`src/shared/vofs_pkg.sv`:
```
package vofs_pkg;
   localparam int          ADDR_W        = 4;
   localparam int          DATA_W        = 32;
   localparam int          CODE_W        = 6;
   localparam int          PORT_CNT      = 4;
   localparam logic [3:0]  OFS_SELECT_A  = 4'h0;
   localparam logic [3:0]  OFS_SELECT_B  = 4'h4;
   localparam int          LO_POS        = 0;
   localparam int          HI_POS        = 8;
   localparam logic [5:0]  CODE_RESET    = 6'h00;
   localparam logic [31:0] UNMAPPED_READ = 32'h0000_0000;
endpackage

```
`src/core/vofs_top.sv`:
```
module vofs_top (
   input  wire logic                         MCLK,
   input  wire logic                         ARST_N,
   input  wire logic [vofs_pkg::ADDR_W-1:0]  AVS_ADDRESS,
   input  wire logic                         AVS_READ,
   input  wire logic                         AVS_WRITE,
   input  wire logic [vofs_pkg::DATA_W-1:0]  AVS_WRITEDATA,
   input  wire logic [3:0]                   AVS_BYTEENABLE,
   output logic      [vofs_pkg::DATA_W-1:0]  AVS_READDATA,
   output logic                              AVS_WAITREQUEST,
   output logic      [vofs_pkg::CODE_W-1:0]  PORT178_FUNCTION_CODE,
   output logic      [vofs_pkg::CODE_W-1:0]  PORT179_FUNCTION_CODE,
   output logic      [vofs_pkg::CODE_W-1:0]  PORT180_FUNCTION_CODE,
   output logic      [vofs_pkg::CODE_W-1:0]  PORT181_FUNCTION_CODE
);
   import vofs_pkg::*;

   // both fields must sit inside the two low byte lanes
   if (LO_POS + CODE_W > 8 || HI_POS < 8 || HI_POS + CODE_W > 16
       || PORT_CNT != 4)
      $error("vofs_top: field layout does not fit two byte lanes");

   typedef struct packed {
      logic [PORT_CNT-1:0][CODE_W-1:0] code;
      logic                            done;
      logic [DATA_W-1:0]               rdata;
   } vofs_state_t;

   vofs_state_t st;
   vofs_state_t next_st;
   logic        rst_meta;
   logic        rst_sync;

   always_ff @(posedge MCLK or negedge ARST_N) begin
      if (!ARST_N) begin
         rst_meta <= 1'b0;
         rst_sync <= 1'b0;
      end else begin
         rst_meta <= 1'b1;
         rst_sync <= rst_meta;
      end
   end

   // register image with unimplemented bits forced to zero
   function automatic logic [DATA_W-1:0] image(
      input logic [CODE_W-1:0] hi,
      input logic [CODE_W-1:0] lo
   );
      image = '0;
      image[HI_POS +: CODE_W] = hi;
      image[LO_POS +: CODE_W] = lo;
   endfunction

   // register number: 0 select_a, 1 select_b, 2 nothing mapped
   function automatic logic [1:0] reg_index(
      input logic [ADDR_W-1:0] a
   );
      case (a)
         OFS_SELECT_A: reg_index = 2'h0;
         OFS_SELECT_B: reg_index = 2'h1;
         default:      reg_index = 2'h2;
      endcase
   endfunction

   logic req;
   assign req = (AVS_READ || AVS_WRITE) && !st.done;

   always_comb begin
      next_st      = st;
      next_st.done = req;
      if (req && AVS_WRITE) begin
         // only fields are stored; bits 7:6, 15:14 are dropped
         case (reg_index(AVS_ADDRESS))
            2'h0: begin
               if (AVS_BYTEENABLE[0])
                  next_st.code[0] = AVS_WRITEDATA[LO_POS +: CODE_W];
               if (AVS_BYTEENABLE[1])
                  next_st.code[1] = AVS_WRITEDATA[HI_POS +: CODE_W];
            end
            2'h1: begin
               if (AVS_BYTEENABLE[0])
                  next_st.code[2] = AVS_WRITEDATA[LO_POS +: CODE_W];
               if (AVS_BYTEENABLE[1])
                  next_st.code[3] = AVS_WRITEDATA[HI_POS +: CODE_W];
            end
            default: begin
               // stray address: acknowledged, nothing stored
               next_st.code = st.code;
            end
         endcase
      end
      if (req && AVS_READ) begin
         case (reg_index(AVS_ADDRESS))
            2'h0:
               next_st.rdata = image(st.code[1], st.code[0]);
            2'h1:
               next_st.rdata = image(st.code[3], st.code[2]);
            default:
               next_st.rdata = UNMAPPED_READ;
         endcase
      end
   end

   always_ff @(posedge MCLK or negedge rst_sync) begin
      if (!rst_sync) begin
         st.code  <= {PORT_CNT{CODE_RESET}};
         st.done  <= 1'b0;
         st.rdata <= '0;
      end else begin
         st <= next_st;
      end
   end

   // virtual ports: internal function codes only, no pad
   assign PORT178_FUNCTION_CODE = st.code[0];
   assign PORT179_FUNCTION_CODE = st.code[1];
   assign PORT180_FUNCTION_CODE = st.code[2];
   assign PORT181_FUNCTION_CODE = st.code[3];
   assign AVS_READDATA          = st.rdata;
   assign AVS_WAITREQUEST       = !st.done;

   // write path
   chk_hi_a_write: assert property (
      @(posedge MCLK) disable iff (!rst_sync)
      (req && AVS_WRITE && AVS_ADDRESS == OFS_SELECT_A && AVS_BYTEENABLE[1])
      |=> PORT179_FUNCTION_CODE == $past(AVS_WRITEDATA[13:8]))
      else $error("port 179 code not taken from bits 13:8");
   chk_lo_a_write: assert property (
      @(posedge MCLK) disable iff (!rst_sync)
      (req && AVS_WRITE && AVS_ADDRESS == OFS_SELECT_A && AVS_BYTEENABLE[0])
      |=> PORT178_FUNCTION_CODE == $past(AVS_WRITEDATA[5:0]))
      else $error("port 178 code not taken from bits 5:0");
   chk_b_write: assert property (
      @(posedge MCLK) disable iff (!rst_sync)
      (req && AVS_WRITE && AVS_ADDRESS == OFS_SELECT_B
       && AVS_BYTEENABLE == 4'hF)
      |=> PORT181_FUNCTION_CODE == $past(AVS_WRITEDATA[13:8])
       && PORT180_FUNCTION_CODE == $past(AVS_WRITEDATA[5:0]))
      else $error("select_b fields not stored");
   chk_lo_b_write: assert property (
      @(posedge MCLK) disable iff (!rst_sync)
      (req && AVS_WRITE && AVS_ADDRESS == OFS_SELECT_B && AVS_BYTEENABLE[0])
      |=> PORT180_FUNCTION_CODE == $past(AVS_WRITEDATA[5:0]))
      else $error("port 180 code not taken from bits 5:0");
   chk_hi_b_write: assert property (
      @(posedge MCLK) disable iff (!rst_sync)
      (req && AVS_WRITE && AVS_ADDRESS == OFS_SELECT_B && AVS_BYTEENABLE[1])
      |=> PORT181_FUNCTION_CODE == $past(AVS_WRITEDATA[13:8]))
      else $error("port 181 code not taken from bits 13:8");

   // cleared lanes and stray addresses leave the fields alone
   chk_lo_a_mask: assert property (
      @(posedge MCLK) disable iff (!rst_sync)
      (req && AVS_WRITE && AVS_ADDRESS == OFS_SELECT_A && !AVS_BYTEENABLE[0])
      |=> $stable(PORT178_FUNCTION_CODE))
      else $error("port 178 code changed with lane 0 off");
   chk_hi_a_mask: assert property (
      @(posedge MCLK) disable iff (!rst_sync)
      (req && AVS_WRITE && AVS_ADDRESS == OFS_SELECT_A && !AVS_BYTEENABLE[1])
      |=> $stable(PORT179_FUNCTION_CODE))
      else $error("port 179 code changed with lane 1 off");
   chk_lo_b_mask: assert property (
      @(posedge MCLK) disable iff (!rst_sync)
      (req && AVS_WRITE && AVS_ADDRESS == OFS_SELECT_B && !AVS_BYTEENABLE[0])
      |=> $stable(PORT180_FUNCTION_CODE))
      else $error("port 180 code changed with lane 0 off");
   chk_hi_b_mask: assert property (
      @(posedge MCLK) disable iff (!rst_sync)
      (req && AVS_WRITE && AVS_ADDRESS == OFS_SELECT_B && !AVS_BYTEENABLE[1])
      |=> $stable(PORT181_FUNCTION_CODE))
      else $error("port 181 code changed with lane 1 off");
   chk_stray_write: assert property (
      @(posedge MCLK) disable iff (!rst_sync)
      (req && AVS_WRITE && reg_index(AVS_ADDRESS) == 2'h2)
      |=> $stable(PORT178_FUNCTION_CODE) && $stable(PORT179_FUNCTION_CODE)
       && $stable(PORT180_FUNCTION_CODE) && $stable(PORT181_FUNCTION_CODE))
      else $error("stray write changed a field");
   chk_fields_hold: assert property (
      @(posedge MCLK) disable iff (!rst_sync)
      !(req && AVS_WRITE) |=> $stable(PORT180_FUNCTION_CODE)
       && $stable(PORT181_FUNCTION_CODE) && $stable(PORT178_FUNCTION_CODE)
       && $stable(PORT179_FUNCTION_CODE))
      else $error("field changed without a write");

   // read path
   chk_zero_bits: assert property (
      @(posedge MCLK) disable iff (!rst_sync)
      !AVS_WAITREQUEST |-> AVS_READDATA[15:14] == 2'h0
       && AVS_READDATA[7:6] == 2'h0 && AVS_READDATA[31:16] == 16'h0000)
      else $error("unimplemented bits read nonzero");
   chk_read_back: assert property (
      @(posedge MCLK) disable iff (!rst_sync)
      (req && AVS_READ && AVS_ADDRESS == OFS_SELECT_A)
      |=> AVS_READDATA[13:8] == $past(PORT179_FUNCTION_CODE)
       && AVS_READDATA[5:0] == $past(PORT178_FUNCTION_CODE))
      else $error("select_a read back wrong");
   chk_read_b: assert property (
      @(posedge MCLK) disable iff (!rst_sync)
      (req && AVS_READ && AVS_ADDRESS == OFS_SELECT_B)
      |=> AVS_READDATA[13:8] == $past(PORT181_FUNCTION_CODE)
       && AVS_READDATA[5:0] == $past(PORT180_FUNCTION_CODE))
      else $error("select_b read back wrong");
   chk_stray_read: assert property (
      @(posedge MCLK) disable iff (!rst_sync)
      (req && AVS_READ && reg_index(AVS_ADDRESS) == 2'h2)
      |=> AVS_READDATA == UNMAPPED_READ)
      else $error("stray read returned nonzero data");
   chk_rdata_hold: assert property (
      @(posedge MCLK) disable iff (!rst_sync)
      !(req && AVS_READ) |=> $stable(AVS_READDATA))
      else $error("read data changed without a read");

   // handshake and reset
   chk_one_wait: assert property (
      @(posedge MCLK) disable iff (!rst_sync)
      req |=> !AVS_WAITREQUEST ##1 AVS_WAITREQUEST)
      else $error("answer not one cycle after request");
   chk_write_ack: assert property (
      @(posedge MCLK) disable iff (!rst_sync)
      (req && AVS_WRITE) |=> !AVS_WAITREQUEST && $stable(AVS_READDATA))
      else $error("write not acknowledged cleanly");
   chk_wait_idle: assert property (
      @(posedge MCLK) disable iff (!rst_sync)
      !(AVS_READ || AVS_WRITE) |=> AVS_WAITREQUEST)
      else $error("acknowledge without a request");
   chk_wait_reset: assert property (
      @(posedge MCLK)
      !rst_sync |-> AVS_WAITREQUEST && AVS_READDATA == 32'h0000_0000)
      else $error("bus outputs not idle in reset");
   chk_reset_codes: assert property (
      @(posedge MCLK)
      !rst_sync |-> PORT178_FUNCTION_CODE == CODE_RESET
       && PORT179_FUNCTION_CODE == CODE_RESET
       && PORT180_FUNCTION_CODE == CODE_RESET
       && PORT181_FUNCTION_CODE == CODE_RESET)
      else $error("function code not cleared by reset");
endmodule

```
`config.mk`:
```
export PLATFORM = sky130hd
export DESIGN_NAME = vofs_top
export DESIGN_NICKNAME = d
export VERILOG_FILES = /design/src/shared/vofs_pkg.sv /design/src/core/vofs_top.sv
export SDC_FILE = /design/constraint.sdc
export NUM_CORES = 1
export LEC_CHECK = 0
export BUFFER_PORTS_ARGS = -buffer_cell sky130_fd_sc_hd__buf_4
export CORE_ASPECT_RATIO = 0.6
export CORE_MARGIN = 5
export CORE_UTILIZATION = 25
export DETAILED_ROUTE_END_ITERATION = 8
export HOLD_SLACK_MARGIN = 0.02
export SYNTH_ARGS = -nofsm -noshare
export SYNTH_HDL_FRONTEND = slang
export SYNTH_SLANG_ARGS = --single-unit
```
`constraint.sdc`:
```
create_clock -name MCLK -period 3.37 [get_ports MCLK]
set_input_delay 0.674 -clock MCLK [delete_from_list [all_inputs] [get_ports MCLK]]
set_output_delay 0.674 -clock MCLK [all_outputs]
set_load 0.005 [all_outputs]
```
; ---- Word-level counts from Yosys, hierarchy flattened
; Cells that the tools add are included.
; Widths: inputs -> output; s select.
[classes]
eq_ne = 3
n_reduce_logical = 12
mux = 4
[op_table]
columns = operator, count
row1 = $pmux 14 s2, 1
row2 = $reduce_and 3->1, 4
row3 = $eq 2x1->1 const B, 2
row4 = $eq 4x3->1 const B, 1
row5 = $logic_not 2->1, 2
row6 = $logic_not 4->1, 1
row7 = $mux 2, 2
row8 = $pmux 2 s2, 1
row9 = $logic_and 1x1->1, 3
row10 = $logic_not 1->1, 1
row11 = $logic_or 1x1->1, 1
[totals]
inputBits = 44
output_inout_bits = 57
word_cells = 27
regBits = 59

; ---- Depth between registers and ports, before layout
[depth]
depth_word = 6
ltp_mapped = 5

; ---- Worst setup path before layout
; No wires, ideal clock.
[synth_path]
path_type = in2reg
start = input port AVS_ADDRESS[1] in the netlist's numbering
end = register st (netlist bit PORT178_FUNCTION_CODE[0])
cell_stages = 4
setup_slack_ns = 1.439
setup_time_ns = 0.125
n_path_buf = 1
t_arrival_ns = 1.806
cell_sequence = or3_4 > buf_6 > nor3_4 > mux2_2
[synth_between]
elab_chain_len = 5
elab_cells_between_ends = 6
cone_classes = 1 x eq/ne / 2 x mux / 3 x reduce/logical
[synth_lines]
columns = element, line_no
row1 = "start, declared", vofs_top.sv:4  ; input wire logic [vofs_pkg::ADDR_W-1:0] AVS_ADDRESS,
row2 = $eq 4x3->1 or $logic_not 4->1 (tied branches), vofs_top.sv:58  ; case (a)
row3 = $pmux 2 s2 (*), vofs_top.sv:58
row4 = $mux 2 (*), vofs_top.sv:71  ; if (req && AVS_WRITE) begin
row5 = $logic_not 2->1 (*), vofs_top.sv:73  ; case (reg_index(AVS_ADDRESS))
row6 = $reduce_and 3->1 (no source line) (*), --
row7 = "end signal, assigned", vofs_top.sv:110  ; st <= next_st;
row8 = "end, declared", vofs_top.sv:29  ; vofs_state_t st;
; Every way passes the cells marked *; elsewhere a longest branch is shown, timed or not. The select of a mux whose other input is x is not followed.
; A chain may end at the register's enable or synchronous reset.

; ---- Final worst setup path
[layout_path]
start = input port AVS_ADDRESS[1] in the netlist's numbering
end = register st (netlist bit PORT178_FUNCTION_CODE[3])
; The elaborated chain is that of the path after synthesis.

==> impl_results.md <==
- CP bufs+invs: 1
- Int Power: a little over 0.9 mW
- Setup bufs post-CTS: 0
- First-pass GRT wire length: around 7000 microns
- Area of the core: 7980 sq um
- P_sw: about 0.30 mW
- TritonCTS Buffers: 5
- DRC violations left: 0
- Multi-input logic area: roughly 710 sq um
- Drt wl/cell: ~14 microns
- Setup TNS after final layout: 0 ps
- Fill count: 835
- R2R Path Start: st[32]
- Tcrit/Tclk final: approximately three fifths
- ANT cells: 0
- Multiplexer share of the synthesized area: about a fifth
- Synth warn: 0
- Die W: 128 microns
- PwrDens: between 500 and 600 nW/um^2
- RSZ-0062 raised after global routing: no
- Reg2Reg Setup Slack: between 1500 and 2000 ps
- Clock Power Share: between 30 and 40%
- Post-DP HPWL: about 3200 microns
- Cell family with most CP delay: simple AND/OR/NAND/NOR gates
- Crit path to: PORT178_FUNCTION_CODE[3]
- Area delta synth->final: 15.4%
- Final GP Congestion: 0.714
- Initial antenna violation count: 0
- GR Overflow Total: 0
- Seq. cell area: 977 sq um
- Slew Viols, Final: 0
- Critical path startpoint category: primary input
- Iter 0 DRT Violations: 47
- Count of final setup violators: 0
- I/O Buffers: 58
- Initial Utilization: between 20% and 30%
- Combinational Power Share: 17.4%
- EDFF count, synth: 0
- Layout cells sized above 1: between 40% and 50%
- Asr flop ratio synth: between 90% and 100%
- Status: finished, final reports clean
- Clk buf depth: 2
- Via/cell ratio: 3.91
- FMAX: 509 MHz
- Vias: roughly 1,200
- Critical path type: in2reg
- CP startpoint: AVS_ADDRESS[1]
- Final min period: between 1500 and 2000 ps
- Top_reg_cell synth: dfrtp_1
- WP depth: 4
- Post-route ant nets: 0
- Top cell type's share of synthesized area: between 40% and 50%
- Synthesized area: 2080 sq um
- XOR/XNOR share of the synthesized area: 0%
- CP endpoint kind: register
- Power share of the sequential group: 46.8%
- VDD IR max: around 0.00017 V
- Fin nets: around 240
- Largest family of logic cells by synthesized area: buffers and inverters
- Worst skew pair latency: roughly 280 ps
- Unique masters post-synth: 16
- Slew Limit Headroom: between 30 and 40%
- Compound-Gate Fraction of Synth Area: under 10%
- R2R depth: 3
- Sequential element share of the synthesized area: between 40% and 50%
- CP Cell Sequence: buf_4 > or3_4 > nor3_4 > mux2_2
- Fin. Hold Viols: 0
- Post-synthesis adder-cell area fraction: 0%
- Hold Path Class: in2async
- Synth top area cells: dfrtp_1 (47%), buf_4 (20%), mux2_2 (13%)
- Required @ worst endpoint: 3530 ps
- Switch share: approximately a quarter
- Root buffer cell: clkbuf_16
- Avg Inst Size Synth: around 12 sq um
- Drt pass-1 iters: 3
- Worst hold margin: 165 ps
- Number of global-route vias before repair: ~1,300
- Critical path peak fanout: 16
- Post_cts resized: 0
- Worst path slowest cell: or3_4
- Seq cells post-synth: 39
- Worst R2R End: PORT179_FUNCTION_CODE[1]
- WP data arrival: 2130 ps
- Count leader, synth: buf_4
- Worst clock skew: between 3 and 4 ps
- Leak: between 1 and 1.5 nW
- I/O Pins: between 100 and 150
- Worst-Margin Slew: between 900 and 1000 ps
- Max_cap viols: 0
- Clk sinks: 39
- Overall Global Routing Usage: 9.09%
- FP Rows: 25
- Largest net degree at the start of global routing: 38
- Post-Synth Simple-Gate Area: 7.22%
- CP max stage delay: around 520 ps
- Worst-path clk slew: 60 ps
- Post-synth top cells: buf_4 (56), dfrtp_1 (39), mux2_2 (24)
- Die area: about 10,000 sq um
- Cells after synthesis: 176
- Largest area contributor in the netlist: dfrtp_1
- TritonCTS clock tree: done
- Final wirelength: between 4000 and 5000 microns
- Die Y: just over 80 microns
- CTS H-tree depth: 2
- CTS Hold Bufs: 0
[stage by stage]
step	power, mW	setup WS [ps]	area (sq um)	utilization (%)	cells
after floorplan	0.759	1440	2150	-	195
after global placement	0.798	1090	2260	28.4	298
after detailed placement	0.804	1080	2260	28.4	298
after CTS	1.26	1390	2400	30.1	305
after global routing	1.31	1360	2400	30.1	305
final	1.23	1410	2400	30.1	305
[cell families (layout without fill, tap and decap cells)]
kind of cell    count (synthesis)  in the layout
flops                          39             39
simple gates                   22             22
mux                            36             36
buf+inv                        65             67
other cells                     2             21
compound gates                 12             12
[power by group through the flow]
stage	logic [mW]	clock network (mW)	registers, mW
3_3_place_gp	0.214	0	0.584
6_report	0.214	0.442	0.576
3_5_place_dp	0.218	0	0.586
2_1_floorplan	0.191	0	0.568
4_1_cts	0.218	0.467	0.578
5_1_grt	0.237	0.488	0.588
[layout by cell type (no fill, tap or decap)]
master and count:
buf_4 58, clkbuf_1 2, clkbuf_16 5, conb_1 21, dfrtp_1 38, dfrtp_2 1
inv_1 2, mux2_2 24, mux2i_1 12, nand2_1 12, nand2b_1 1, nand3b_1 2
nor2_1 2, nor3_4 4, o31ai_1 12, or3_4 1
[cell type report]
cell class | instances | share of cell area, %
Timing Repair Buffer | 58 | 18.2
Inverter | 2 | 0.313
Clock buffer | 7 | 5.53
Tap cell | 108 | 5.64
Sequential cell | 39 | 40.8
Multi-Input combinational cell | 91 | 29.6
[metal layers]
layer,track usage [%],vias up,share of wire [%]
met5,0,-,0
met4,3.50,0,1.4
met3,4.12,8,9.2
met2,12.5,44,41
met1,12.3,580,49
li1,-,561,-
[worst min path at each step]
stage                     to  cells after the start  slack [ps]     start
floorplan           rst_sync                      0         330  rst_meta
global placement    rst_sync                      0         340  rst_meta
detailed placement  rst_sync                      0         340  rst_meta
CTS                 rst_sync                      1         150    ARST_N
global route        rst_sync                      1         150    ARST_N
finish              rst_sync                      1         170    ARST_N
[registers in the layout (all words and copies together) (netlist names)]
signal	count
AVS_READDATA	12
PORT178_FUNCTION_CODE	6
PORT179_FUNCTION_CODE	6
PORT180_FUNCTION_CODE	6
PORT181_FUNCTION_CODE	6
rst_meta	1
rst_sync	1
st	1
(Power assumes the default switching activity.)
